==> src/dcpwm_pkg.sv <==
// constants for the dual channel pwm unit
package dcpwm_pkg;

	// ----------------------------------------
	// register indices (byte address = index * 4)
	// ----------------------------------------
	localparam logic [9:0] IDX_DUTY [2] = '{10'h314, 10'h318};
	localparam logic [9:0] IDX_CTRL [2] = '{10'h316, 10'h31A};
	localparam logic [9:0] IDX_PERIOD   = 10'h31C;
	localparam logic [9:0] IDX_TCTL     = 10'h31D;
	localparam logic [9:0] IDX_TSTAT    = 10'h31E;
	localparam logic [9:0] IDX_PINCTL   = 10'h31F;

	// ----------------------------------------
	// field positions
	// ----------------------------------------
	localparam int CTL_EN_BIT     = 7;
	localparam int CTL_OUT_BIT    = 5;
	localparam int CTL_POL_BIT    = 4;
	localparam int DUTY_HI_LSB    = 8;
	localparam int DUTY_LO_LSB    = 6;
	localparam int TCTL_ON_BIT    = 2;
	localparam int TSTAT_FLAG_BIT = 0;
	localparam int TSTAT_CNT_LSB  = 8;
	localparam int PIN_DIR_LSB    = 0;
	localparam int PIN_LAT_LSB    = 2;
	localparam int PIN_ROUTE_LSB  = 4;

	// ----------------------------------------
	// reset values
	// ----------------------------------------
	localparam logic [7:0] PERIOD_RST  = 8'hFF;
	localparam logic [1:0] PRESC_RST   = 2'h0;
	localparam logic [1:0] PIN_DIR_RST = 2'h3;
	localparam logic [1:0] PIN_LAT_RST = 2'h0;
	localparam logic [1:0] ROUTE_RST   = 2'h0;

	// ----------------------------------------
	// time base: last count of prescaler for 1:1, 1:4, 1:16, 1:64
	// ----------------------------------------
	localparam logic [5:0] PRESC_LAST [4] = '{6'h00, 6'h03, 6'h0F, 6'h3F};
	localparam logic [1:0] SUB_MAX        = 2'h3;

endpackage

==> src/dcpwm_chan.sv <==
// one pwm channel: control, double-buffered duty and output level
`timescale 1ns/1ns
module dcpwm_chan (
	// clock and reset
	input  wire logic        clk_sys,
	input  wire logic        rst,
	// time base
	input  wire logic        sleep,
	input  wire logic        restart,
	input  wire logic [9:0]  base,
	input  wire logic [7:0]  period,
	// register writes
	input  wire logic [15:0] wdata,
	input  wire logic [1:0]  duty_we,
	input  wire logic        ctl_we,
	// read back and waveform
	output logic      [15:0] duty_rd,
	output logic      [7:0]  ctl_rd,
	output logic             level
);
	import dcpwm_pkg::*;

	logic       en_r;
	logic       pol_r;
	logic       raw_r;
	logic [7:0] hi_r;
	logic [1:0] lo_r;
	logic [9:0] buf_r;
	logic [9:0] duty_now;
	logic       full;

	assign duty_now = {hi_r, lo_r};
	// a compare value beyond the last count of the period can never match
	assign full  = {1'b0, buf_r} >= ({1'b0, period, 2'b00} + 11'h004);
	assign level = raw_r ^ pol_r;
	assign duty_rd = {hi_r, lo_r, 6'h00};
	assign ctl_rd  = {en_r, 1'b0, level, pol_r, 4'h0};

	always_ff @(posedge clk_sys) begin
		if (rst) begin
			en_r  <= 1'b0;
			pol_r <= 1'b0;
		end else if (ctl_we) begin
			en_r  <= wdata[CTL_EN_BIT];
			pol_r <= wdata[CTL_POL_BIT];
		end
	end

	// duty survives rst on purpose; only power-up leaves it unknown
	always_ff @(posedge clk_sys) begin
		if (duty_we[1])
			hi_r <= wdata[DUTY_HI_LSB +: 8];
		if (duty_we[0])
			lo_r <= wdata[DUTY_LO_LSB +: 2];
	end

	always_ff @(posedge clk_sys) begin
		if (restart)
			buf_r <= duty_now;
	end

	always_ff @(posedge clk_sys) begin
		if (rst) begin
			raw_r <= 1'b0;
		end else if (sleep) begin
			raw_r <= raw_r;
		end else if (!en_r) begin
			raw_r <= 1'b0;
		end else if (restart) begin
			raw_r <= (duty_now != 10'h000);
		end else if (base == buf_r && !full) begin
			raw_r <= 1'b0;
		end
	end
endmodule

==> src/dcpwm_top.sv <==
// dual channel pwm unit: apb registers, shared time base, pin mux
//
// Summary of operation
// - sleep stops timer and freezes channel state
// - driven pins hold their level during sleep
// - timer resumes from held count after wake
// - waveform rate follows the system clock
// - reset restores controls, pins become inputs
// - waveform replaces port latch when routed
// - control bit 7 enables the channel
// - control bit 5 reads output level
// - control bit 4 inverts the output
// - duty high byte 15:8, low bits 7:6
// - duty register untouched by ordinary reset
// - set at restart, clear on duty match
// - duty at or past period never clears
// - duty buffered, taken at period restart
// - zero duty stays inactive at restart
//
// The APB interface to the registers was decided locally.
`timescale 1ns/1ns
module dcpwm_top #(
	parameter int N_CH = 2
) (
	// clock and reset
	input  wire logic        clk_sys,
	input  wire logic        rst,
	// apb slave
	input  wire logic        psel,
	input  wire logic        penable,
	input  wire logic        pwrite,
	input  wire logic [11:0] paddr,
	input  wire logic [31:0] pwdata,
	input  wire logic [3:0]  pstrb,
	output logic      [31:0] prdata,
	output logic             pready,
	output logic             pslverr,
	// power state
	input  wire logic        sleep,
	// port pins
	output logic      [1:0]  pin_out,
	output logic      [1:0]  pin_oe,
	// waveform to on-chip peripherals
	output logic      [1:0]  wave_out
);
	import dcpwm_pkg::*;

	// ----------------------------------------
	// elaboration check
	// ----------------------------------------
	if (N_CH != 2) begin : g_bad_ch
		$error("register map serves exactly two channels");
	end

	// ----------------------------------------
	// declarations
	// ----------------------------------------
	logic              pready_r;
	logic              pslverr_r;
	logic       [31:0] prdata_r;
	logic              acc;
	logic              done;
	logic              we;
	logic              aligned;
	logic       [9:0]  idx;
	logic              hit;
	logic       [15:0] rd_val;

	logic       [7:0]  period_r;
	logic              on_r;
	logic       [1:0]  presc_sel_r;
	logic       [5:0]  presc_r;
	logic       [1:0]  sub_r;
	logic       [7:0]  cnt_r;
	logic              flag_r;
	logic              tick;
	logic              restart;
	logic       [9:0]  base;
	logic       [9:0]  base_nxt;

	logic       [1:0]  dir_r;
	logic       [1:0]  lat_r;
	logic       [1:0]  route_r;
	logic       [1:0]  pin_out_r;
	logic       [1:0]  pin_oe_r;
	logic       [1:0]  wave_r;

	logic       [15:0] duty_rd [N_CH];
	logic       [7:0]  ctl_rd  [N_CH];
	logic       [1:0]  level;

	// ----------------------------------------
	// apb handshake
	// ----------------------------------------
	assign acc     = psel && penable;
	assign done    = acc && pready_r;
	assign idx     = paddr[11:2];
	assign aligned = (paddr[1:0] == 2'b00);
	// the cpu is halted in sleep, so stray writes then are dropped
	assign we      = done && pwrite && hit && !sleep;

	// one wait state: pready comes from a flop, as every output does
	always_ff @(posedge clk_sys) begin
		if (rst)
			pready_r <= 1'b0;
		else
			pready_r <= acc && !pready_r;
	end

	always_ff @(posedge clk_sys) begin
		if (rst) begin
			prdata_r  <= 32'h0000_0000;
			pslverr_r <= 1'b0;
		end else if (acc && !pready_r) begin
			prdata_r  <= pwrite ? 32'h0000_0000 : {16'h0000, rd_val};
			pslverr_r <= !hit;
		end else begin
			prdata_r  <= 32'h0000_0000;
			pslverr_r <= 1'b0;
		end
	end

	assign prdata  = prdata_r;
	assign pready  = pready_r;
	assign pslverr = pslverr_r;

	// ----------------------------------------
	// address decode and read mux
	// ----------------------------------------
	always_comb begin
		hit    = 1'b0;
		rd_val = 16'h0000;
		if (aligned) begin
			for (int i = 0; i < N_CH; i++) begin
				if (idx == IDX_DUTY[i]) begin
					hit    = 1'b1;
					rd_val = duty_rd[i];
				end
				if (idx == IDX_CTRL[i]) begin
					hit    = 1'b1;
					rd_val = {8'h00, ctl_rd[i]};
				end
			end
			if (idx == IDX_PERIOD) begin
				hit    = 1'b1;
				rd_val = {8'h00, period_r};
			end
			if (idx == IDX_TCTL) begin
				hit    = 1'b1;
				rd_val = {13'h0000, on_r, presc_sel_r};
			end
			if (idx == IDX_TSTAT) begin
				hit    = 1'b1;
				rd_val = {cnt_r, 7'h00, flag_r};
			end
			if (idx == IDX_PINCTL) begin
				hit    = 1'b1;
				rd_val = {10'h000, route_r, lat_r, dir_r};
			end
		end
	end

	// ----------------------------------------
	// timer configuration
	// ----------------------------------------
	always_ff @(posedge clk_sys) begin
		if (rst) begin
			period_r <= PERIOD_RST;
		end else if (we && idx == IDX_PERIOD && pstrb[0]) begin
			period_r <= pwdata[7:0];
		end
	end

	always_ff @(posedge clk_sys) begin
		if (rst) begin
			on_r        <= 1'b0;
			presc_sel_r <= PRESC_RST;
		end else if (we && idx == IDX_TCTL && pstrb[0]) begin
			on_r        <= pwdata[TCTL_ON_BIT];
			presc_sel_r <= pwdata[1:0];
		end
	end

	// ----------------------------------------
	// shared time base
	// ----------------------------------------
	// the two low bits count prescaler ticks, so the rate tracks clk_sys
	assign tick    = on_r && !sleep && (presc_r >= PRESC_LAST[presc_sel_r]);
	assign restart = tick && (sub_r == SUB_MAX) && (cnt_r == period_r);
	assign base    = {cnt_r, sub_r};
	// channels compare against the coming base, so a clear lands on the first clock of the match
	assign base_nxt = restart ? 10'h000 : (tick ? base + 10'h001 : base);

	always_ff @(posedge clk_sys) begin
		if (rst)
			presc_r <= 6'h00;
		else if (sleep)
			presc_r <= presc_r;
		else if (!on_r || tick)
			presc_r <= 6'h00;
		else
			presc_r <= presc_r + 6'h01;
	end

	// count is never reloaded on wake; it simply carries on
	always_ff @(posedge clk_sys) begin
		if (rst) begin
			sub_r <= 2'h0;
			cnt_r <= 8'h00;
		end else if (tick) begin
			sub_r <= sub_r + 2'h1;
			if (sub_r == SUB_MAX)
				cnt_r <= (cnt_r == period_r) ? 8'h00 : cnt_r + 8'h01;
		end
	end

	// overflow flag: a restart in the clearing cycle still sets it
	always_ff @(posedge clk_sys) begin
		if (rst)
			flag_r <= 1'b0;
		else if (restart)
			flag_r <= 1'b1;
		else if (we && idx == IDX_TSTAT && pstrb[0] && pwdata[TSTAT_FLAG_BIT])
			flag_r <= 1'b0;
	end

	// ----------------------------------------
	// channels
	// ----------------------------------------
	for (genvar g = 0; g < N_CH; g++) begin : g_ch
		dcpwm_chan u_chan (
			.clk_sys (clk_sys),
			.rst     (rst),
			.sleep   (sleep),
			.restart (restart),
			.base    (base_nxt),
			.period  (period_r),
			.wdata   (pwdata[15:0]),
			.duty_we ({2{we && idx == IDX_DUTY[g]}} & pstrb[1:0]),
			.ctl_we  (we && idx == IDX_CTRL[g] && pstrb[0]),
			.duty_rd (duty_rd[g]),
			.ctl_rd  (ctl_rd[g]),
			.level   (level[g])
		);
	end

	// ----------------------------------------
	// pin control and pin mux
	// ----------------------------------------
	always_ff @(posedge clk_sys) begin
		if (rst) begin
			dir_r   <= PIN_DIR_RST;
			lat_r   <= PIN_LAT_RST;
			route_r <= ROUTE_RST;
		end else if (we && idx == IDX_PINCTL && pstrb[0]) begin
			dir_r   <= pwdata[PIN_DIR_LSB +: 2];
			lat_r   <= pwdata[PIN_LAT_LSB +: 2];
			route_r <= pwdata[PIN_ROUTE_LSB +: 2];
		end
	end

	// pins freeze in sleep so a driven level is held
	always_ff @(posedge clk_sys) begin
		if (rst) begin
			pin_oe_r  <= 2'b00;
			pin_out_r <= 2'b00;
			wave_r    <= 2'b00;
		end else if (!sleep) begin
			pin_oe_r  <= ~dir_r;
			pin_out_r <= (route_r & level) | (~route_r & lat_r);
			wave_r    <= level;
		end
	end

	assign pin_out  = pin_out_r;
	assign pin_oe   = pin_oe_r;
	assign wave_out = wave_r;
endmodule

==> config.mk <==
export PLATFORM = sky130hd
export DESIGN_NAME = dcpwm_top
export DESIGN_NICKNAME = d
export VERILOG_FILES = /design/src/dcpwm_pkg.sv /design/src/dcpwm_chan.sv /design/src/dcpwm_top.sv
export SDC_FILE = /design/constraint.sdc
export NUM_CORES = 1
export LEC_CHECK = 0
export BUFFER_PORTS_ARGS = -buffer_cell sky130_fd_sc_hd__buf_2
export CELL_PAD_IN_SITES_DETAIL_PLACEMENT = 1
export CELL_PAD_IN_SITES_GLOBAL_PLACEMENT = 1
export CORE_MARGIN = 5
export CORE_UTILIZATION = 47
export CTS_BUF_LIST = sky130_fd_sc_hd__clkbuf_16
export DETAILED_ROUTE_END_ITERATION = 12
export PLACE_DENSITY_LB_ADDON = 0.1
export SYNTH_ARGS = -nofsm -noshare
export SYNTH_HDL_FRONTEND = slang
export SYNTH_SLANG_ARGS = --single-unit
export TNS_END_PERCENT = 1
==> constraint.sdc <==
create_clock -name clk_sys -period 6.3 [get_ports clk_sys]
set_clock_uncertainty 0.1 [all_clocks]
set_input_delay 0.315 -clock clk_sys [delete_from_list [all_inputs] [get_ports clk_sys]]
set_output_delay 0.315 -clock clk_sys [all_outputs]
set_load 0.005 [all_outputs]
==> metrics, run 1 <==
GR met2 Demand/Resource=41.42%; main combinational cell family by area after synthesis=simple AND/OR/NAND/NOR gates; flops & latches, synth=between 100 and 150; initial antenna violation count=0; Rows=40; post-synthesis cell count=598; busiest grt layer=met2; CP Cell Sequence=or2_2 -> inv_1 -> ha_1 -> o211ai_1 -> o211a_4 -> nor2_4 -> nand2_1 -> inv_1 -> buf_4 -> mux2_2 -> a22oi_1 -> or2_2 -> a41oi_1; max-slew violations=0; worst reg2reg setup slack=2660 ps; Leak=between 2 and 2.5 nW; total setup buffers inserted after CTS=0; post-synthesis simple-gate area fraction=about 19%; H-tree levels=3; drt total wl=roughly 17 mm; Synth Area in Adders=5.745%; CTS buffer count=9; status=finished, final reports clean; sequential fraction of the synthesis area=43.84%; Routed Antenna Nets=0; Die ar.=14340 sq um; overall die width=between 100 and 150 um; # hold bufs at CTS=0; 1st-iter DRT viols=358; Startpoint Class=flip-flop; CP Class=reg2reg; Max-Cap Viols=0; layout cell share with drive strength beyond 1=between 10% and 20%; mux cell area share after synthesis=3.955%; pin count of the biggest net entering global routing=34; I/O pin total=between 90 and 100; Final Hold Vio Count=0; crit path from=presc_sel_r[0]; pre-CTS setup slack=2704 ps; Worst slew margin=23.89%; final period utilization=57.84%; HPWL Detailed=13.12 mm; unrepaired setup endpoints after global routing=no; per-cell routed wire length=roughly 22 um; clk sinks=104; drt drc=0; first-pass GRT wire length=roughly 27 mm; Worst setup EP type=flip-flop; fin worst setup slack=between 2000 and 3000 ps; Clock Tree Buf Depth=2; total grt overflow=0; drt first pass iters=5; Area Growth Syn to Fin=10.85%; via count=4817; reg2reg start=presc_sel_r[0]; cell count after placement=780; root buffer cell=clkbuf_16; PwrDens=206.7 nW/um^2; Worst Path Arrival=around 3800 ps; final core utilization=52.70%; Worst Tran Pin Value=1133 ps; Initial Utilization=47.54%; TNS Setup=0 ps; fin cells=796; post-synthesis compound-gate area fraction=around 16%; crit path max fanout=25; post-synth cell types=71; vias in the first global route=5010; fmax=274.4 MHz; fin nets=724; gp weighted congestion=0.9674; Via density=6.052; peak supply drop=about 0.17 mV; Synth Cell Area=5663 sq um; yosys warns=0; data required time of the critical path=6490 ps; Syn Area/Cell=9.470 sq um; M3 GR Usage=around 4%; worst skew pair latency=approximately 370 ps; # setup viols final=0; IO Port Bufs=59; number of synthesized flops with an enable pin=40; commonest non-fill, non-tap cell in the layout=dfxtp_1; Crit-path slowest cell=inv_1; top_reg_cell synth=dfxtp_1; core box area=11910 sq um; max incr delay on CP=490 ps; most frequent cells in the layout=64 x dfxtp_1, 62 x nor2_1, 59 x buf_2; post-layout min period=around 3600 ps; Clock transition at path regs=approximately 90 ps; antenna cells=0; Post-CTS Resized=0; CTS tree=built; Tot GR Track Use=24.63%; die height=between 100 and 150 um; Synth async-reset ratio=0%; worst hold start=pwdata[11]; M1 GR Usage=between 30% and 40%; xor and xnor area share after synthesis=5.502%; Filler Cells Inserted=roughly 1400; Worst Hold Class=in2reg
==> state kept, by name, indices dropped and copies added, names as in the netlist <==
register,count
pin_out,2
prdata,16
lat_r,2
pin_oe,2
g_ch.u_chan.raw_r,2
pslverr,1
pready,1
g_ch.u_chan.buf_r,20
route_r,2
flag_r,1
sub_r,2
g_ch.u_chan.hi_r,16
presc_r,6
cnt_r,8
presc_sel_r,2
dir_r,2
wave_out,2
g_ch.u_chan.en_r,2
period_r,8
g_ch.u_chan.lo_r,4
on_r,1
g_ch.u_chan.pol_r,2
==> metal layers <==
metal / part of all wire [%] / up-vias
met5: 0 / -
met4: 2.0 / 0
met3: 5.3 / 23
met2: 48 / 153
met1: 45 / 2389
li1: - / 2252
==> worst max-delay path, delay by kind of cell (launching register included) <==
kind	cells	cell delay, ps
AND/OR/NAND/NOR	4	1020
buffers and inverters	3	970
AO/OA/AOI/OAI	4	730
flip-flops	1	350
multiplexers	1	210
adder cells (fa/ha/maj)	1	170
==> final timing paths <==
check / depth (start not counted) / endpoint
hold / removal: 1 / g_ch[1].u_chan.hi_r[3]
setup / recovery: 13 / g_ch[0].u_chan.raw_r
setup reg to reg: 13 / g_ch[0].u_chan.raw_r
hold reg to reg: 0 / g_ch[1].u_chan.buf_r[6]
==> where the power goes <==
| part | switching, mW | total [mW] | internal, mW |
|---|---|---|---|
| logic | 0.0250 | 0.0367 | 0.0117 |
| registers | 0.000296 | 0.695 | 0.694 |
| clock network | 0.285 | 0.566 | 0.281 |
| total | 0.310 | 1.30 | 0.987 |
==> synth_stat cells (all sizes together) (8+ instances only) <==
| master | instances | area (sq um) |
|---|---|---|
| nor2 | 66 | 267.8 |
| dfxtp | 64 | 1281 |
| nand2 | 52 | 195.2 |
| edfxtp | 40 | 1201 |
| nand3 | 35 | 180.2 |
| a21oi | 29 | 145.1 |
| buf | 26 | 175.2 |
| ha | 26 | 325.3 |
| xnor2 | 25 | 219.0 |
| inv | 23 | 86.33 |
| nor3 | 21 | 105.1 |
| mux2i | 19 | 190.2 |
| clkbuf | 15 | 57.55 |
| o21ai | 14 | 70.06 |
| a22oi | 9 | 67.56 |
| o211ai | 8 | 60.06 |
| xor2 | 8 | 70.07 |
==> cells by family after synthesis <==
kind of cell,after synthesis
AO/OA/AOI/OAI,124
buffers and inverters,64
XOR/XNOR,34
other,1
AND/OR/NAND/NOR,223
flip-flops,104
multiplexers,22
adder cells (fa/ha/maj),26
==> metrics by stage <==
step / hold WS, ps / area, sq um / power, mW
detailed placement: 371.1 / 5981 / 0.7469
global placement: 359.8 / 5981 / 0.7457
global route: 35.37 / 6277 / 1.342
floorplan: 310.5 / 5719 / 0.7330
finish: 42.27 / 6277 / 1.298
CTS: 26.86 / 6277 / 1.310
==> layout make-up <==
type	count	area, sq um	share of cell area (%)
well taps	147	183.9	2.930
clock inverters	7	71.32	1.136
clock buffers	9	225.2	3.588
repair buffers	61	310.3	4.943
flip-flops and latches	104	2482	39.55
multi-input cells	445	2918	46.48
inverters	23	86.33	1.375
Note: power is estimated with default switching activity, not from simulation.
==> run 2, diff against run 1 <==
Settings changed: CORE_UTILIZATION 47 to 39.
Clock period 6.3 ns to 3 ns, I/O delays scaled along.
==> run 2 against run 1 <==
  * Final cell count increased by 15%
  * Critical path type unchanged
  * Highest routed layer unchanged
  * Critical endpoint is now g_ch[1].u_chan.raw_r
  * Largest power group unchanged
  * Non-clock buffer count increased by 83
  * Maximum frequency increased by 25%
  * Sequential share of layout area decreased by 5.5 points
==> metrics, run 2 (synthesis results as in run 1) <==
status=finished, final reports clean; Worst Path Arrival=3050 ps (-780 ps); commonest non-fill, non-tap cell in the layout=buf_4; CTS tree=built; H-tree levels=3 (unchanged); fin worst setup slack=82.11 ps (-2574 ps); gp weighted congestion=0.8694 (-10%); fin nets=807 (+11%); most frequent cells in the layout=62 x buf_4, 61 x nor2_1, 59 x dfxtp_1, 59 x buf_2, 50 x nand2_1; Worst Hold Class=in2reg; I/O pin total=94 (unchanged); unrepaired setup endpoints after global routing=no; Routed Antenna Nets=0 (unchanged); fmax=342.7 MHz (+25%); core box area=14370 sq um (+21%); Tot GR Track Use=23.11% (-1.5 points); drt total wl=19.19 mm (+11%); Worst Tran Pin Value=706.1 ps (-426.9 ps); PwrDens=380.7 nW/um^2 (+84%); Clock transition at path regs=90 ps (about the same); root buffer cell=clkbuf_16; drt drc=0 (unchanged); HPWL Detailed=14.56 mm (+11%); Leak=2.781 nW (+18%); max-slew violations=0 (unchanged); post-layout min period=2918 ps (-726.1 ps); via count=5096 (+5.8%); CP Class=reg2reg; Startpoint Class=flip-flop; IO Port Bufs=59 (unchanged); final period utilization=97.26% (+39 points); Final Hold Vio Count=0 (unchanged); crit path max fanout=6 (-76%); max reg flops=20 (unchanged); Worst slew margin=52.75% (+29 points); Rows=44 (+10%); Filler Cells Inserted=1631 (+17%); # setup viols final=0 (unchanged); first-pass GRT wire length=29.88 mm (+9.0%); Clock Tree Buf Depth=2 (unchanged); CP Cell Sequence=or2_4 -> inv_2 -> ha_4 -> o211ai_1 -> o211a_4 -> buf_8 -> nor2_4 -> xnor2_2 -> a221o_1 -> a2111oi_4 -> a41oi_2; CP Buf/Inv Count=2 (-1); pre-CTS setup slack=-98.90 ps (-2803 ps); TNS Setup=0 ps (unchanged); Worst setup EP type=flip-flop; largest register by flop count=g_ch.u_chan.buf_r; clk sinks=104 (unchanged); Initial Utilization=39.41% (-8.1 points); max incr delay on CP=390 ps (-100 ps); data required time of the critical path=3130 ps (-3360 ps); Die ar.=17030 sq um (+19%); Max-Cap Viols=0 (unchanged); per-cell routed wire length=20.95 um (-3.1%); antenna cells=0 (unchanged); layout cell share with drive strength beyond 1=27.46% (+13 points); worst skew pair latency=360 ps (about the same); Crit-path slowest cell=a221o_1; peak supply drop=0.3796 mV (+120%); die height=130.5 um (+9.0%); initial antenna violation count=0 (unchanged); CTS buffer count=9 (unchanged); pin count of the biggest net entering global routing=22 (-35%); Top delay family on crit path=compound AO/OA/AOI/OAI gates; 1st-iter DRT viols=285 (-20%); drt first pass iters=5 (unchanged); Area Growth Syn to Fin=29.03%; Via density=5.563 (-8.1%); vias in the first global route=5485 (+9.5%); overall die width=130.5 um (+9.0%); total grt overflow=0 (unchanged)
-- run 2: cell count changes in the layout (fill, tap and decap cells not counted), sizes merged --
cell | before | now
dlygate4sd3 | 0 | 19
buf | 61 | 125
-- run 2: final timing paths --
check                                     from                    to  slack, ps  depth (start not counted)
worst max-delay path            presc_sel_r[1]  g_ch[1].u_chan.raw_r         80                         11
worst min-delay path                  paddr[5]             prdata[3]         20                          3
worst max register to register  presc_sel_r[1]  g_ch[1].u_chan.raw_r         80                         11
worst min register to register       pin_oe[1]             pin_oe[1]        400                          2
-- run 2: area by class of cell --
cell class | count | area [sq um] | area share, %
timing repair buffer | 144 | 999.7 | 13.68
clock buffer | 9 | 225.2 | 3.082
multi-input combinational | 445 | 3189 | 43.65
clock inverter | 7 | 82.58 | 1.130
tap | 184 | 230.2 | 3.151
sequential | 104 | 2491 | 34.09
inverter | 23 | 88.84 | 1.216
-- run 2: report_power, final --
part           total, mW  internal (mW)  switching [mW]  leakage (nW)
sequential          1.46           1.46        0.000633         0.876
combinational      0.104         0.0447          0.0598          1.76
clock               1.22          0.599           0.620         0.148
total               2.78           2.10           0.681          2.78
-- run 2: repair_timing --
action	4_1_cts	5_1_grt
pin swaps	14	19
hold buffers	19	0
setup endpoints to repair	2	2
gates resized for setup	30	32
buffers inserted	4	7
endpoints found under the hold margin	35	0
-- run 2: metrics by stage --
stage | power, mW | utilization (%) | hold WS (ps) | instances | instance area (sq um)
after floorplan | 1.539 | - | 145.5 | 613 | 5719
after global placement | 1.573 | 44.71 | 238.5 | 870 | 6425
after global routing | 2.877 | 50.85 | 22.81 | 916 | 7307
final | 2.782 | 50.85 | 17.24 | 916 | 7307
after detailed placement | 1.574 | 44.71 | 241.8 | 870 | 6425
after CTS | 2.810 | 49.34 | 6.881 | 909 | 7089
-- run 2: worst register-to-register path, delay by kind of cell, from the launching register on --
| family | cells | cell delay [ps] |
|---|---|---|
| AO/OA/AOI/OAI | 5 | 1450 |
| flip-flops | 1 | 360 |
| AND/OR/NAND/NOR | 2 | 320 |
| buffers and inverters | 2 | 230 |
| adder cells (fa/ha/maj) | 1 | 180 |
| XOR/XNOR | 1 | 140 |
-- run 2: layer usage --
metal / up-vias / track usage [%] / part of all wire [%]
met2: 143 / 39.63 / 48
met3: 27 / 3.740 / 5.2
met4: 0 / 7.078 / 2.1
met5: - / 0 / 0
li1: 2419 / - / -
met1: 2507 / 29.94 / 45
==> run 3, diff against run 2 <==
Settings changed: CELL_PAD_IN_SITES_DETAIL_PLACEMENT 1 to not set, CELL_PAD_IN_SITES_GLOBAL_PLACEMENT 1 to not set, CORE_UTILIZATION 39 to 51, PLACE_DENSITY set to 0.76, PLACE_DENSITY_LB_ADDON 0.1 to not set, SLEW_MARGIN set to 20.
==> run 3 against run 2 <==
  * Critical path type unchanged
  * Global-route usage grew 2.9 points
  * Largest power group unchanged
  * Critical path depth grew 1
  * Via count grew 2.8%
  * Highest routed layer unchanged
  * Hold slack gained 0.92 ps
  * Clock-buffer cell count is the same
==> metrics, run 3 (synthesis results as in run 1) <==
Top delay family on crit path=compound AO/OA/AOI/OAI gates; root buffer cell=clkbuf_16; TNS Setup=0 ps (unchanged); Worst Hold Class=in2reg; Worst Path Arrival=3110 ps (+60 ps); initial antenna violation count=0 (unchanged); first-pass GRT wire length=26.45 mm (-11%); Worst setup EP type=flip-flop; data required time of the critical path=3130 ps (about the same); Worst slew margin=53.80% (+1.0 points); peak supply drop=0.4149 mV (+9.3%); H-tree levels=3 (unchanged); Routed Antenna Nets=0 (unchanged); largest register by flop count=g_ch.u_chan.buf_r; via count=5239 (+2.8%); fmax=336.4 MHz (-1.8%); CP Class=reg2reg; vias in the first global route=5082 (-7.3%); clk sinks=104 (unchanged); status=finished, final reports clean; Leak=2.785 nW (+0.12%); 1st-iter DRT viols=465 (+63%); PwrDens=379.3 nW/um^2 (-0.37%); Die ar.=13310 sq um (-22%); worst skew pair latency=360 ps (about the same); Tot GR Track Use=26.04% (+2.9 points); drt drc=0 (unchanged); CTS tree=built; CP Cell Sequence=or2_4 -> inv_2 -> ha_2 -> o211ai_1 -> buf_4 -> o211ai_1 -> buf_4 -> a31oi_4 -> nor2_2 -> a221o_1 -> a221oi_2 -> a41oi_1; Clock Tree Buf Depth=2 (unchanged); Filler Cells Inserted=883 (-46%); # setup viols final=0 (unchanged); Crit-path slowest cell=a221o_1; Rows=38 (-14%); layout cell share with drive strength beyond 1=25.95% (-1.5 points); IO Port Bufs=59 (unchanged); Initial Utilization=52.24% (+13 points); core box area=10840 sq um (-25%); drt total wl=17.44 mm (-9.1%); total grt overflow=0 (unchanged); fin nets=811 (+0.50%); post-layout min period=2973 ps (+54.93 ps); CP Buf/Inv Count=3 (+1); max reg flops=20 (unchanged); overall die width=115.4 um (-12%); Worst Tran Pin Value=688.3 ps (-17.74 ps); gp weighted congestion=0.9767 (+12%); Area Growth Syn to Fin=26.71%; commonest non-fill, non-tap cell in the layout=buf_4; max incr delay on CP=370 ps (-20 ps); Max-Cap Viols=0 (unchanged); crit path max fanout=5 (-1); Startpoint Class=flip-flop; final period utilization=99.09% (+1.8 points); HPWL Detailed=12.93 mm (-11%); Via density=5.974 (+7.4%); Final Hold Vio Count=0 (unchanged); per-cell routed wire length=19.89 um (-5.1%); max-slew violations=0 (unchanged); most frequent cells in the layout=66 x buf_4, 62 x dfxtp_1, 61 x nor2_1; pin count of the biggest net entering global routing=31 (+41%); CTS buffer count=9 (unchanged); I/O pin total=94 (unchanged); Clock transition at path regs=80 ps (about the same); hold slack=18.16 ps (+0.9215 ps); die height=115.4 um (-12%); drt first pass iters=5 (unchanged)
run 3: per-stage QoR:
step / cell area (sq um) / std cells / worst slack, ps / total power [mW] / utilization [%]
final: 7176 / 877 / 27.19 / 2.722 / 66.19
after global routing: 7173 / 876 / -101.0 / 2.806 / 66.17
after CTS: 6962 / 871 / 7.061 / 2.729 / 64.22
after detailed placement: 6430 / 834 / -58.70 / 1.570 / 59.31
after global placement: 6430 / 834 / -12.05 / 1.566 / 59.31
after floorplan: 5719 / 613 / 211.7 / 1.539 / -
run 3: final timing paths:
| check | startpoint | end | slack, ps | cells past startpoint |
|---|---|---|---|---|
| worst min register to register | g_ch[1].u_chan.hi_r[6] | g_ch[1].u_chan.buf_r[8] | 380 | 0 |
| worst min-delay path | paddr[0] | pslverr | 20 | 4 |
| worst max-delay path | presc_sel_r[1] | g_ch[1].u_chan.raw_r | 30 | 12 |
| worst max register to register | presc_sel_r[1] | g_ch[1].u_chan.raw_r | 30 | 12 |
run 3: worst register-to-register path: cells and delay by family (launching register included):
kind,cells,cell delay (ps)
DFF,1,340
and+or+nand+nor,2,370
buffers and inverters,3,420
AOI/OAI and AO/OA,6,1350
adders and majority gates,1,270
run 3: cell type report:
| type | instances | area (sq um) | share of cell area, % |
|---|---|---|---|
| inverter | 23 | 86.33 | 1.203 |
| clock inverter | 7 | 65.06 | 0.9067 |
| antenna | 1 | 2.502 | 0.03487 |
| clock buffer | 9 | 225.2 | 3.139 |
| timing repair buffer | 148 | 1028 | 14.33 |
| multi-input combinational | 445 | 3108 | 43.31 |
| tap | 140 | 175.2 | 2.441 |
| sequential | 104 | 2485 | 34.63 |
run 3: layer usage:
| metal | up-vias | track usage [%] | wire length [um] |
|---|---|---|---|
| met5 | - | 0 | 0 |
| met4 | 0 | 10.41 | 433 |
| met3 | 30 | 4.947 | 1257 |
| met2 | 262 | 43.21 | 8578 |
| met1 | 2516 | 33.53 | 7173 |
| li1 | 2431 | - | - |
run 3: power by group:
part           switching, mW  internal [mW]  leakage (nW)
Sequential          0.000532           1.46         0.876
Combinational         0.0567         0.0440          1.77
Clock                  0.581          0.581         0.137
run 3: repair_timing:
action	CTS	global route
endpoints found under the setup margin	2	2
cloned	0	0
pin swaps	3	15
gates resized for setup	9	31
hold endpoints to repair	39	0
hold buffers	20	0
setup buffers	1	6
